===== config.mk =====
export PLATFORM = sky130hd
export DESIGN_NAME = vntrp_master_flat
export DESIGN_NICKNAME = d
export VERILOG_FILES = /design/src/shared/vntrp_pkg.sv /design/src/shared/vntrp_if.sv /design/src/logic/vntrp_master.sv /design/src/flat_wrapper.sv
export SDC_FILE = /design/constraint.sdc
export NUM_CORES = 1
export LEC_CHECK = 0
export BUFFER_PORTS_ARGS = -buffer_cell sky130_fd_sc_hd__buf_2
export CORE_UTILIZATION = 46
export DETAILED_ROUTE_END_ITERATION = 12
export PLACE_DENSITY = 0.76
export SYNTH_ARGS = -nofsm -noshare
export SYNTH_HDL_FRONTEND = slang
export SYNTH_SLANG_ARGS = --single-unit

===== constraint.sdc =====
create_clock -name core_clk_i -period 1.85 [get_ports core_clk_i]
set_clock_uncertainty 0.05 [all_clocks]
set_input_delay 0 -clock core_clk_i [delete_from_list [all_inputs] [get_ports core_clk_i]]
set_output_delay 0 -clock core_clk_i [all_outputs]
set_load 0.01 [all_outputs]

===== src/shared/vntrp_pkg.sv =====
// Purpose: Constants and types shared by both ends of the token request port
// Assumes: One clock, synchronous active-high reset
// Notes: Widths and reset values used by both ends and the checker
package vntrp_pkg;
  localparam int NUM_VN      = 4;
  localparam int PRIO_W      = 4;
  localparam int VNID_W      = 4;
  localparam int CH_WR_ADDR  = 0;
  localparam int CH_WR_DATA  = 1;
  localparam int CH_RD_ADDR  = 2;
  localparam int NUM_CH      = 3;
  localparam logic [3:0] THRESH_RST = 4'h0;
  localparam logic [7:0] CREDIT_RST = 8'h04;
  localparam logic [7:0] CREDIT_MAX = 8'hFF;
  typedef logic [PRIO_W-1:0] vntrp_prio_t;
  typedef logic [VNID_W-1:0] vntrp_vnid_t;
endpackage


===== src/shared/vntrp_if.sv =====
`timescale 1ns/10ps
`default_nettype none
// Token request link between master and slave ends; requests, grants and priorities per network, thresholds and network ids shared
interface vntrp_if;
  logic [vntrp_pkg::NUM_VN-1:0] wr_addr_token_req;
  logic [vntrp_pkg::NUM_VN-1:0] wr_addr_token_grant;
  vntrp_pkg::vntrp_prio_t       wr_addr_token_priority [vntrp_pkg::NUM_VN];
  logic [vntrp_pkg::NUM_VN-1:0] wr_data_token_req;
  logic [vntrp_pkg::NUM_VN-1:0] wr_data_token_grant;
  logic [vntrp_pkg::NUM_VN-1:0] rd_addr_token_req;
  logic [vntrp_pkg::NUM_VN-1:0] rd_addr_token_grant;
  vntrp_pkg::vntrp_prio_t       rd_addr_token_priority [vntrp_pkg::NUM_VN];
  vntrp_pkg::vntrp_prio_t       wr_addr_threshold;
  vntrp_pkg::vntrp_prio_t       rd_addr_threshold;
  vntrp_pkg::vntrp_vnid_t       wr_addr_network_id;
  vntrp_pkg::vntrp_vnid_t       wr_data_network_id;
  vntrp_pkg::vntrp_vnid_t       rd_addr_network_id;
  modport master (
    output wr_addr_token_req, wr_addr_token_priority, wr_data_token_req,
    output rd_addr_token_req, rd_addr_token_priority,
    output wr_addr_network_id, wr_data_network_id, rd_addr_network_id,
    input  wr_addr_token_grant, wr_data_token_grant, rd_addr_token_grant,
    input  wr_addr_threshold, rd_addr_threshold
  );
  modport slave (
    input  wr_addr_token_req, wr_addr_token_priority, wr_data_token_req,
    input  rd_addr_token_req, rd_addr_token_priority,
    input  wr_addr_network_id, wr_data_network_id, rd_addr_network_id,
    output wr_addr_token_grant, wr_data_token_grant, rd_addr_token_grant,
    output wr_addr_threshold, rd_addr_threshold
  );
endinterface
`default_nettype wire


===== src/logic/vntrp_master.sv =====
// Purpose: Master end: raises token requests per network and channel
// Assumes: Same clock as the slave end; user pulses are one cycle
// Notes: One pending token per channel and network; priority captured with it on wa and ra
`timescale 1ns/10ps
`default_nettype none
module vntrp_master (
  // Clock and reset
  input  wire logic                   core_clk_i,
  input  wire logic                   rst_i,
  // User side: one-cycle asks per network
  input  wire logic [3:0]             wa_ask_i,
  input  wire logic [3:0]             wd_ask_i,
  input  wire logic [3:0]             ra_ask_i,
  input  wire logic [15:0]            wa_prio_i,
  input  wire logic [15:0]            ra_prio_i,
  output logic      [3:0]             wa_busy_o,
  output logic      [3:0]             wd_busy_o,
  output logic      [3:0]             ra_busy_o,
  output logic      [3:0]             wa_done_o,
  output logic      [3:0]             wd_done_o,
  output logic      [3:0]             ra_done_o,
  // Link
  vntrp_if.master                     link
);
  typedef struct packed {
    logic [3:0]  wa_pend;
    logic [3:0]  wd_pend;
    logic [3:0]  ra_pend;
    logic [15:0] wa_prio;
    logic [15:0] ra_prio;
    logic [3:0]  wa_done;
    logic [3:0]  wd_done;
    logic [3:0]  ra_done;
    logic [3:0]  wa_vnid;
    logic [3:0]  wd_vnid;
    logic [3:0]  ra_vnid;
  } vntrp_mst_st_t;

  vntrp_mst_st_t st_reg;
  vntrp_mst_st_t st_next;
  logic [3:0] wa_fire;
  logic [3:0] wd_fire;
  logic [3:0] ra_fire;
  logic [3:0] wa_ok;
  logic [3:0] ra_ok;

  genvar g;
  generate
    for (g = 0; g < vntrp_pkg::NUM_VN; g++) begin : g_vn
      // Requests below the threshold are held back, not dropped
      assign wa_ok[g] = st_reg.wa_prio[g*4 +: 4] >= link.wr_addr_threshold;
      assign ra_ok[g] = st_reg.ra_prio[g*4 +: 4] >= link.rd_addr_threshold;
      assign link.wr_addr_token_req[g] = st_reg.wa_pend[g] & wa_ok[g];
      assign link.rd_addr_token_req[g] = st_reg.ra_pend[g] & ra_ok[g];
      assign link.wr_data_token_req[g] = st_reg.wd_pend[g];
      assign link.wr_addr_token_priority[g] = st_reg.wa_prio[g*4 +: 4];
      assign link.rd_addr_token_priority[g] = st_reg.ra_prio[g*4 +: 4];
      assign wa_fire[g] = link.wr_addr_token_req[g] & link.wr_addr_token_grant[g];
      assign wd_fire[g] = link.wr_data_token_req[g] & link.wr_data_token_grant[g];
      assign ra_fire[g] = link.rd_addr_token_req[g] & link.rd_addr_token_grant[g];
    end
  endgenerate

  assign link.wr_addr_network_id = st_reg.wa_vnid;
  assign link.wr_data_network_id = st_reg.wd_vnid;
  assign link.rd_addr_network_id = st_reg.ra_vnid;

  function automatic logic [3:0] lowest_idx(input logic [3:0] v);
    logic [3:0] r;
    r = 4'h0;
    for (int i = 3; i >= 0; i--) begin
      if (v[i]) begin
        r = 4'(i);
      end
    end
    return r;
  endfunction

  always_comb begin
    st_next = st_reg;
    st_next.wa_done = wa_fire;
    st_next.wd_done = wd_fire;
    st_next.ra_done = ra_fire;
    for (int i = 0; i < vntrp_pkg::NUM_VN; i++) begin
      // New asks are only taken when idle, so priority stays steady
      if (!st_reg.wa_pend[i] && wa_ask_i[i]) begin
        st_next.wa_pend[i] = 1'b1;
        st_next.wa_prio[i*4 +: 4] = wa_prio_i[i*4 +: 4];
      end else if (wa_fire[i]) begin
        st_next.wa_pend[i] = 1'b0;
      end
      if (!st_reg.wd_pend[i] && wd_ask_i[i]) begin
        st_next.wd_pend[i] = 1'b1;
      end else if (wd_fire[i]) begin
        st_next.wd_pend[i] = 1'b0;
      end
      if (!st_reg.ra_pend[i] && ra_ask_i[i]) begin
        st_next.ra_pend[i] = 1'b1;
        st_next.ra_prio[i*4 +: 4] = ra_prio_i[i*4 +: 4];
      end else if (ra_fire[i]) begin
        st_next.ra_pend[i] = 1'b0;
      end
    end
    st_next.wa_vnid = lowest_idx(st_next.wa_pend);
    st_next.wd_vnid = lowest_idx(st_next.wd_pend);
    st_next.ra_vnid = lowest_idx(st_next.ra_pend);
  end

  always_ff @(posedge core_clk_i) begin
    if (rst_i) begin
      st_reg <= '0;
    end else begin
      st_reg <= st_next;
    end
  end

  assign wa_busy_o = st_reg.wa_pend;
  assign wd_busy_o = st_reg.wd_pend;
  assign ra_busy_o = st_reg.ra_pend;
  assign wa_done_o = st_reg.wa_done;
  assign wd_done_o = st_reg.wd_done;
  assign ra_done_o = st_reg.ra_done;
endmodule // vntrp_master
`default_nettype wire


===== src/flat_wrapper.sv =====
// flat-port wrapper written by rule: the top's interface ports become plain ports
module vntrp_master_flat 
  (core_clk_i, rst_i, wa_ask_i, wd_ask_i, ra_ask_i, wa_prio_i, ra_prio_i, wa_busy_o, wd_busy_o, ra_busy_o, wa_done_o, wd_done_o, ra_done_o, link_wr_addr_token_req, link_wr_addr_token_priority, link_wr_data_token_req, link_rd_addr_token_req, link_rd_addr_token_priority, link_wr_addr_network_id, link_wr_data_network_id, link_rd_addr_network_id, link_wr_addr_token_grant, link_wr_data_token_grant, link_rd_addr_token_grant, link_wr_addr_threshold, link_rd_addr_threshold);
  vntrp_if link_i ();
  input  wire logic core_clk_i;
  input  wire logic rst_i;
  input  wire logic [3:0] wa_ask_i;
  input  wire logic [3:0] wd_ask_i;
  input  wire logic [3:0] ra_ask_i;
  input  wire logic [15:0] wa_prio_i;
  input  wire logic [15:0] ra_prio_i;
  output logic      [3:0] wa_busy_o;
  output logic      [3:0] wd_busy_o;
  output logic      [3:0] ra_busy_o;
  output logic      [3:0] wa_done_o;
  output logic      [3:0] wd_done_o;
  output logic      [3:0] ra_done_o;
  output wire logic [$bits(link_i.wr_addr_token_req)-1:0] link_wr_addr_token_req;
  output wire logic [$bits(link_i.wr_addr_token_priority)-1:0] link_wr_addr_token_priority;
  output wire logic [$bits(link_i.wr_data_token_req)-1:0] link_wr_data_token_req;
  output wire logic [$bits(link_i.rd_addr_token_req)-1:0] link_rd_addr_token_req;
  output wire logic [$bits(link_i.rd_addr_token_priority)-1:0] link_rd_addr_token_priority;
  output wire logic [$bits(link_i.wr_addr_network_id)-1:0] link_wr_addr_network_id;
  output wire logic [$bits(link_i.wr_data_network_id)-1:0] link_wr_data_network_id;
  output wire logic [$bits(link_i.rd_addr_network_id)-1:0] link_rd_addr_network_id;
  input wire logic [$bits(link_i.wr_addr_token_grant)-1:0] link_wr_addr_token_grant;
  input wire logic [$bits(link_i.wr_data_token_grant)-1:0] link_wr_data_token_grant;
  input wire logic [$bits(link_i.rd_addr_token_grant)-1:0] link_rd_addr_token_grant;
  input wire logic [$bits(link_i.wr_addr_threshold)-1:0] link_wr_addr_threshold;
  input wire logic [$bits(link_i.rd_addr_threshold)-1:0] link_rd_addr_threshold;
  assign link_wr_addr_token_req = link_i.wr_addr_token_req;
  assign link_wr_addr_token_priority = {>>{link_i.wr_addr_token_priority}};
  assign link_wr_data_token_req = link_i.wr_data_token_req;
  assign link_rd_addr_token_req = link_i.rd_addr_token_req;
  assign link_rd_addr_token_priority = {>>{link_i.rd_addr_token_priority}};
  assign link_wr_addr_network_id = link_i.wr_addr_network_id;
  assign link_wr_data_network_id = link_i.wr_data_network_id;
  assign link_rd_addr_network_id = link_i.rd_addr_network_id;
  assign link_i.wr_addr_token_grant = link_wr_addr_token_grant;
  assign link_i.wr_data_token_grant = link_wr_data_token_grant;
  assign link_i.rd_addr_token_grant = link_rd_addr_token_grant;
  assign link_i.wr_addr_threshold = link_wr_addr_threshold;
  assign link_i.rd_addr_threshold = link_rd_addr_threshold;
  vntrp_master u_core (.core_clk_i(core_clk_i), .rst_i(rst_i), .wa_ask_i(wa_ask_i), .wd_ask_i(wd_ask_i), .ra_ask_i(ra_ask_i), .wa_prio_i(wa_prio_i), .ra_prio_i(ra_prio_i), .wa_busy_o(wa_busy_o), .wd_busy_o(wd_busy_o), .ra_busy_o(ra_busy_o), .wa_done_o(wa_done_o), .wd_done_o(wd_done_o), .ra_done_o(ra_done_o), .link(link_i));
endmodule

### Yosys cells after proc, flatten, opt, wreduce, memory -nomap -nowiden

Index checks and enable logic that the tools add are counted.

| storage, ports and cells | value |
|---|---|
| bits in registers | 68 |
| bits of input ports | 66 |
| output and inout port bits | 80 |
| word-level logic and storage cells | 117 |

| cells by class | value |
|---|---|
| magnitude comparators | 8 |
| mux-type cells | 33 |
| bitwise gates (word level) | 20 |
| reductions and logical operators | 33 |

Operator list:

| kind | count |
|---|---|
| 4-bit >= comparator | 8 |
| 1-bit two-way mux | 27 |
| 1-bit AND | 20 |
| 1-bit logical AND | 12 |
| 1-bit zero test | 12 |
| 2-bit two-way mux | 6 |
| 4-bit OR reduction | 3 |
| 3-bit OR reduction | 3 |
| 2-bit OR reduction | 3 |

### Depth between registers and ports, before layout

| logic depth | value |
|---|---|
| word-level depth | 8 |
| mapped depth | 7 |
| gate-level depth less buffers | 7 |

### Worst setup path after synthesis

OpenSTA, ideal clock, no wires.

| timing path | value |
|---|---|
| path type | register -> register |
| start | register u_core.st_reg (netlist bit u_core.link.rd_addr_token_priority[12]) |
| end | register u_core.st_reg (netlist bit u_core.ra_done_o[0]) |
| setup time | 0.115 ns |
| data arrival time | 1.668 ns |
| data required time | 1.685 ns |
| slack | 0.017 ns |
| stages on the path, launching flop included | 8 |
| path buffers | 0 |
| period minus slack after synthesis | 1.833 ns |
| cells stage by stage | dfxtp_1 -> inv_1 -> ha_1 -> nand2b_1 -> a211o_1 -> a31o_1 -> and2_1 -> and3b_1 |

| between the ends | value |
|---|---|
| word-level cells in the longest chain between the ends | 3 |

RTL lines:

| item | RTL line | source |
|---|---|---|
| start, declared | vntrp_master.sv:39 | `vntrp_mst_st_t st_reg;` |
| start signal, assigned | vntrp_master.sv:113 | `st_reg <= st_next;` |
| 4-bit >= comparator | vntrp_master.sv:52 | `assign ra_ok[g] = st_reg.ra_prio[g*4 +: 4] >= link.rd_addr_threshold;` |
| 1-bit AND | vntrp_master.sv:54 | `assign link.rd_addr_token_req[g] = st_reg.ra_pend[g] & ra_ok[g];` |
| net link_rd_addr_token_req[0] | flat_wrapper.sv:21 | `output wire logic [$bits(link_i.rd_addr_token_req)-1:0] link_rd_addr_token_req;` |
| 1-bit AND | vntrp_master.sv:60 | `assign ra_fire[g] = link.rd_addr_token_req[g] & link.rd_addr_token_grant[g];` |

The timed path passes the listed nets, and every way through them passes these cells.
A chain may end at the register's enable or synchronous reset.

### Final worst setup path

| timing path | value |
|---|---|
| start | register u_core.st_reg (netlist bit u_core.link.wr_addr_token_priority[12]) |
| end | output port link_wr_addr_token_req[0] |

| between the ends | value |
|---|---|
| word-level cells in the longest chain between the ends | 2 |

RTL lines:

| item | RTL line | source |
|---|---|---|
| 4-bit >= comparator | vntrp_master.sv:51 | `assign wa_ok[g] = st_reg.wa_prio[g*4 +: 4] >= link.wr_addr_threshold;` |
| 1-bit AND | vntrp_master.sv:53 | `assign link.wr_addr_token_req[g] = st_reg.wa_pend[g] & wa_ok[g];` |
| end, declared | flat_wrapper.sv:18 | `output wire logic [$bits(link_i.wr_addr_token_req)-1:0] link_wr_addr_token_req;` |

Every way passes these cells.

==> metrics.yaml <==
synthesis:
  synth_area_leaders: "dfxtp_1 (41%), ha_1 (13%), mux2i_1 (9.3%)"
  syn_inst: 319
  ys_async_sr_fraction_pct: 0
  synth.distinct_cells: 35
  synthSimpleGateAreaFrac_pct: 17.5
  synth_top_area_share_pct: 41.1
  yosys.area_share.xor_xnor_pct: 0
  synth-compound-area-share_pct: 11.9
  synth-adder-area-share_pct: 13.3
  ys.flop_type: "dfxtp_1"
  synthMuxAreaShare_pct: 9.29
  yosys.area.top_type: "dfxtp_1"
  synth_top_family_by_area: "simple AND/OR/NAND/NOR gates"
  ys_seq_area_share_pct: 41.1
  yosys_warnings: 0
  synth_edf_count: 0
  synthMostInstantiatedCell: "dfxtp_1"
  syn-cell-area_mm2: 0.00302
  synthTopCellsByCount: "dfxtp_1 (62), nor2_1 (58), ha_1 (32)"
  ys_ff_latch: 62
  syn_area_per_cell_um2: 9.46
clock_tree:
  clk_latency_ns: 0.32
  clock_path_buffers: 2
  cts_tree: "yes"
  numCtsBuffers: 9
  clkTransAtPathRegs_ns: 0.07
  h-tree-depth: 3
  cts.sink_count: 62
  cts_root_buffer: "clkbuf_8"
layout:
  fillerInstances: 480
  antennaDiodeCount: 0
  nets: 605
  fin_area_mm2: 0.00456
  drive_above_1_share_pct: 37.3
  syn_to_final_growth_pct: 51.1
global_routing:
  met1_usage_pct: 27.8
  antenna_found_initial: 0
  use_met3_pct: 4.37
  grt_max_degree: 46
  grt_pass1_vias: 3002
  busiest_layer: "met2"
  use_met2_pct: 45.8
  grt_use_total_pct: 24.7
  grt_overflow: 0
  grt_pass1_wl_um: 13800
detailed_routing:
  vias: 2964
  routedWlPerCell_um: 14.1
  vias_per_cell: 5.03
  dr.pass1.iters: 4
  routed_wl_um: 8320
  drc: 0
  drt_iter0_drc: 56
  antenna_left: 0
place:
  dpl_cell_area_mm2: 0.00373
  gp_congestion: 0.768
  port_buffers: 139
  hpwl_um: 5490
power:
  p_leak_nw: 2.36
  ir_drop_uv: 428
  cellPowerDensity_mw_per_mm2: 770
worst_setup_path:
  cp.buffers_inverters: 2
  cp_data_required_time_ns: 1.80
  path_cells: "inv_2 -> ha_4 -> nand2b_4 -> a211o_1 -> a31o_4 -> and2_4 -> buf_6"
  ff2ff_path_depth: 8
  slowest_stage: "dfxtp_2"
  critPathCaptureType: "output port"
  worst-setup-path-type: "flop to output port"
  r2r_end: "u_core.link.wr_addr_network_id[1]$_SDFF_PP0_"
  r2r_start: "u_core.link.wr_addr_token_priority[12]$_SDFFE_PP0P_"
  crit_family: "compound AO/OA/AOI/OAI gates"
  path_max_fanout: 2
  reg2reg_slack_ns: -0.01
  critPathArrivalTime_ns: 1.85
  cp-start-kind: "flop"
  max_stage_delay_ns: 0.33
floorplan:
  initial_core_util_pct: 47.5
  core-area_mm2: 0.00635
  io_pins: 146
  dieArea_mm2: 0.00689
  die_y_um: 83.0
  die_w_um: 83.0
  num_rows: 29
flow_run:
  cap_viol_max_count: 0
status:
  violations: "negative setup slack"
  status: "finished with violations"
timing:
  report.final.slew_viol_count: 0
  slew_headroom_pct: 44.0
  finalCritPeriodShare_pct: 102
  fin_tns_setup_ns: -0.0511
  setup_ws_ns: -0.0451
  fmax_mhz: 528
  setup_viol: 2
  worstMarginPinSlew_ns: 0.840
  rsz0062_at_grt: "yes"
  period_minus_slack_ns: 1.90
  final_hold_viol_count: 0
hold_path:
  hold_path.class: "input pin to flop"
  min_from: "wd_ask_i[0]"
  hold_depth: 4
  hold_end: "u_core.link.wr_data_token_req[0]$_SDFF_PP0_"
[kinds of logic after synthesis]
family | count (synthesis)
and+or+nand+nor | 105
DFF | 62
AOI/OAI and AO/OA | 47
buffers and inverters | 44
adders and majority gates | 32
muxes | 28
other | 1
[layer usage]
metal,part of all wire (%),up-vias
met4,2.3,0
met3,4.4,20
met5,0,-
met1,41,1392
met2,52,112
li1,-,1440
[sequential cells by signal, summed over array words and instances, names as in the netlist]
| signal | cells |
|---|---|
| u_core.link.rd_addr_token_priority | 16 |
| u_core.link.wr_addr_token_priority | 16 |
| u_core.link.wr_data_token_req | 4 |
| u_core.ra_busy_o | 4 |
| u_core.ra_done_o | 4 |
| u_core.wa_busy_o | 4 |
| u_core.wa_done_o | 4 |
| u_core.wd_done_o | 4 |
| u_core.link.rd_addr_network_id | 2 |
| u_core.link.wr_addr_network_id | 2 |
| u_core.link.wr_data_network_id | 2 |
[worst register-to-register path, stage by stage, from the launching register on]
cell and delay (ns):
dfxtp_2 0.33, inv_2 0.05, ha_4 0.20, nand2b_4 0.13, a211o_1 0.30, a31o_4 0.24
buf_4 0.14, a31oi_4 0.19, a2111oi_2 0.07
[worst max path at each step]
stage / endpoint / from / cells past startpoint
floorplan: u_core.ra_done_o[0]$_SDFF_PP0_ / u_core.link.rd_addr_token_priority[12]$_SDFFE_PP0P_ / 7
CTS: link_wr_addr_token_req[0] / u_core.link.wr_addr_token_priority[12]$_SDFFE_PP0P_ / 7
global route: link_wr_addr_token_req[0] / u_core.link.wr_addr_token_priority[12]$_SDFFE_PP0P_ / 7
detailed placement: u_core.link.wr_addr_network_id[1]$_SDFF_PP0_ / u_core.link.wr_addr_token_priority[12]$_SDFFE_PP0P_ / 7
global placement: u_core.link.wr_addr_network_id[1]$_SDFF_PP0_ / u_core.link.wr_addr_token_priority[12]$_SDFFE_PP0P_ / 7
finish: link_wr_addr_token_req[0] / u_core.link.wr_addr_token_priority[12]$_SDFFE_PP0P_ / 7
[placed cells by master (no fill, tap or decap), drive strengths merged]
cell | synthesis | layout
and3b | 8 | 8
a31oi | 4 | 4
or2 | 3 | 3
clkbuf | 15 | 14
and2b | 2 | 2
a21oi | 16 | 16
o22a | 1 | 1
nor2 | 58 | 58
buf | 10 | 148
clkinvlp | 0 | 1
a2111oi | 3 | 3
nor3b | 4 | 4
and2 | 7 | 7
ha | 32 | 32
nand2b | 5 | 5
nor2b | 10 | 10
dlygate4sd3 | 0 | 49
a211o | 5 | 5
a31o | 5 | 5
o211ai | 4 | 4
o21ai | 5 | 5
conb | 1 | 6
dfxtp | 62 | 62
bufinv | 0 | 1
a211oi | 3 | 3
o22ai | 1 | 1
nand2 | 8 | 8
inv | 19 | 19
mux2i | 28 | 28
[repair_timing]
item / CTS / global route
gates resized for setup: 10 / 8
setup buffers: 4 / 1
setup endpoints to repair: 3 / 8
pin swaps: 7 / 9
endpoints found under the hold margin: 56 / 0
hold buffers: 49 / 0
[where the power goes]
part / internal, mW / switching [mW]
combinational: 0.388 / 0.359
clock: 0.771 / 0.514
sequential: 1.41 / 0.0656
[per-stage QoR]
stage	cells	hold slack (ns)	power, mW	utilization, %	setup slack, ns
floorplan	324	0.0638	1.88	-	0.0170
global placement	519	0.178	2.09	58.7	0.0788
detailed placement	519	0.185	2.11	58.7	0.0263
CTS	588	0.0289	3.50	71.2	-0.0382
global route	589	0.0561	3.68	71.8	-0.0919
finish	589	0.0468	3.51	71.8	-0.0451
[cell type report]
class | count | area (um^2) | area share [%]
inverter | 19 | 71.3 | 1.56
clock inverter | 2 | 37.5 | 0.823
multi-input combinational | 218 | 1670 | 36.5
tap | 77 | 96.3 | 2.11
sequential | 62 | 1250 | 27.3
timing repair buffer | 197 | 1260 | 27.6
clock buffer | 14 | 183 | 4.01
Power figures use the tool's default switching activity.
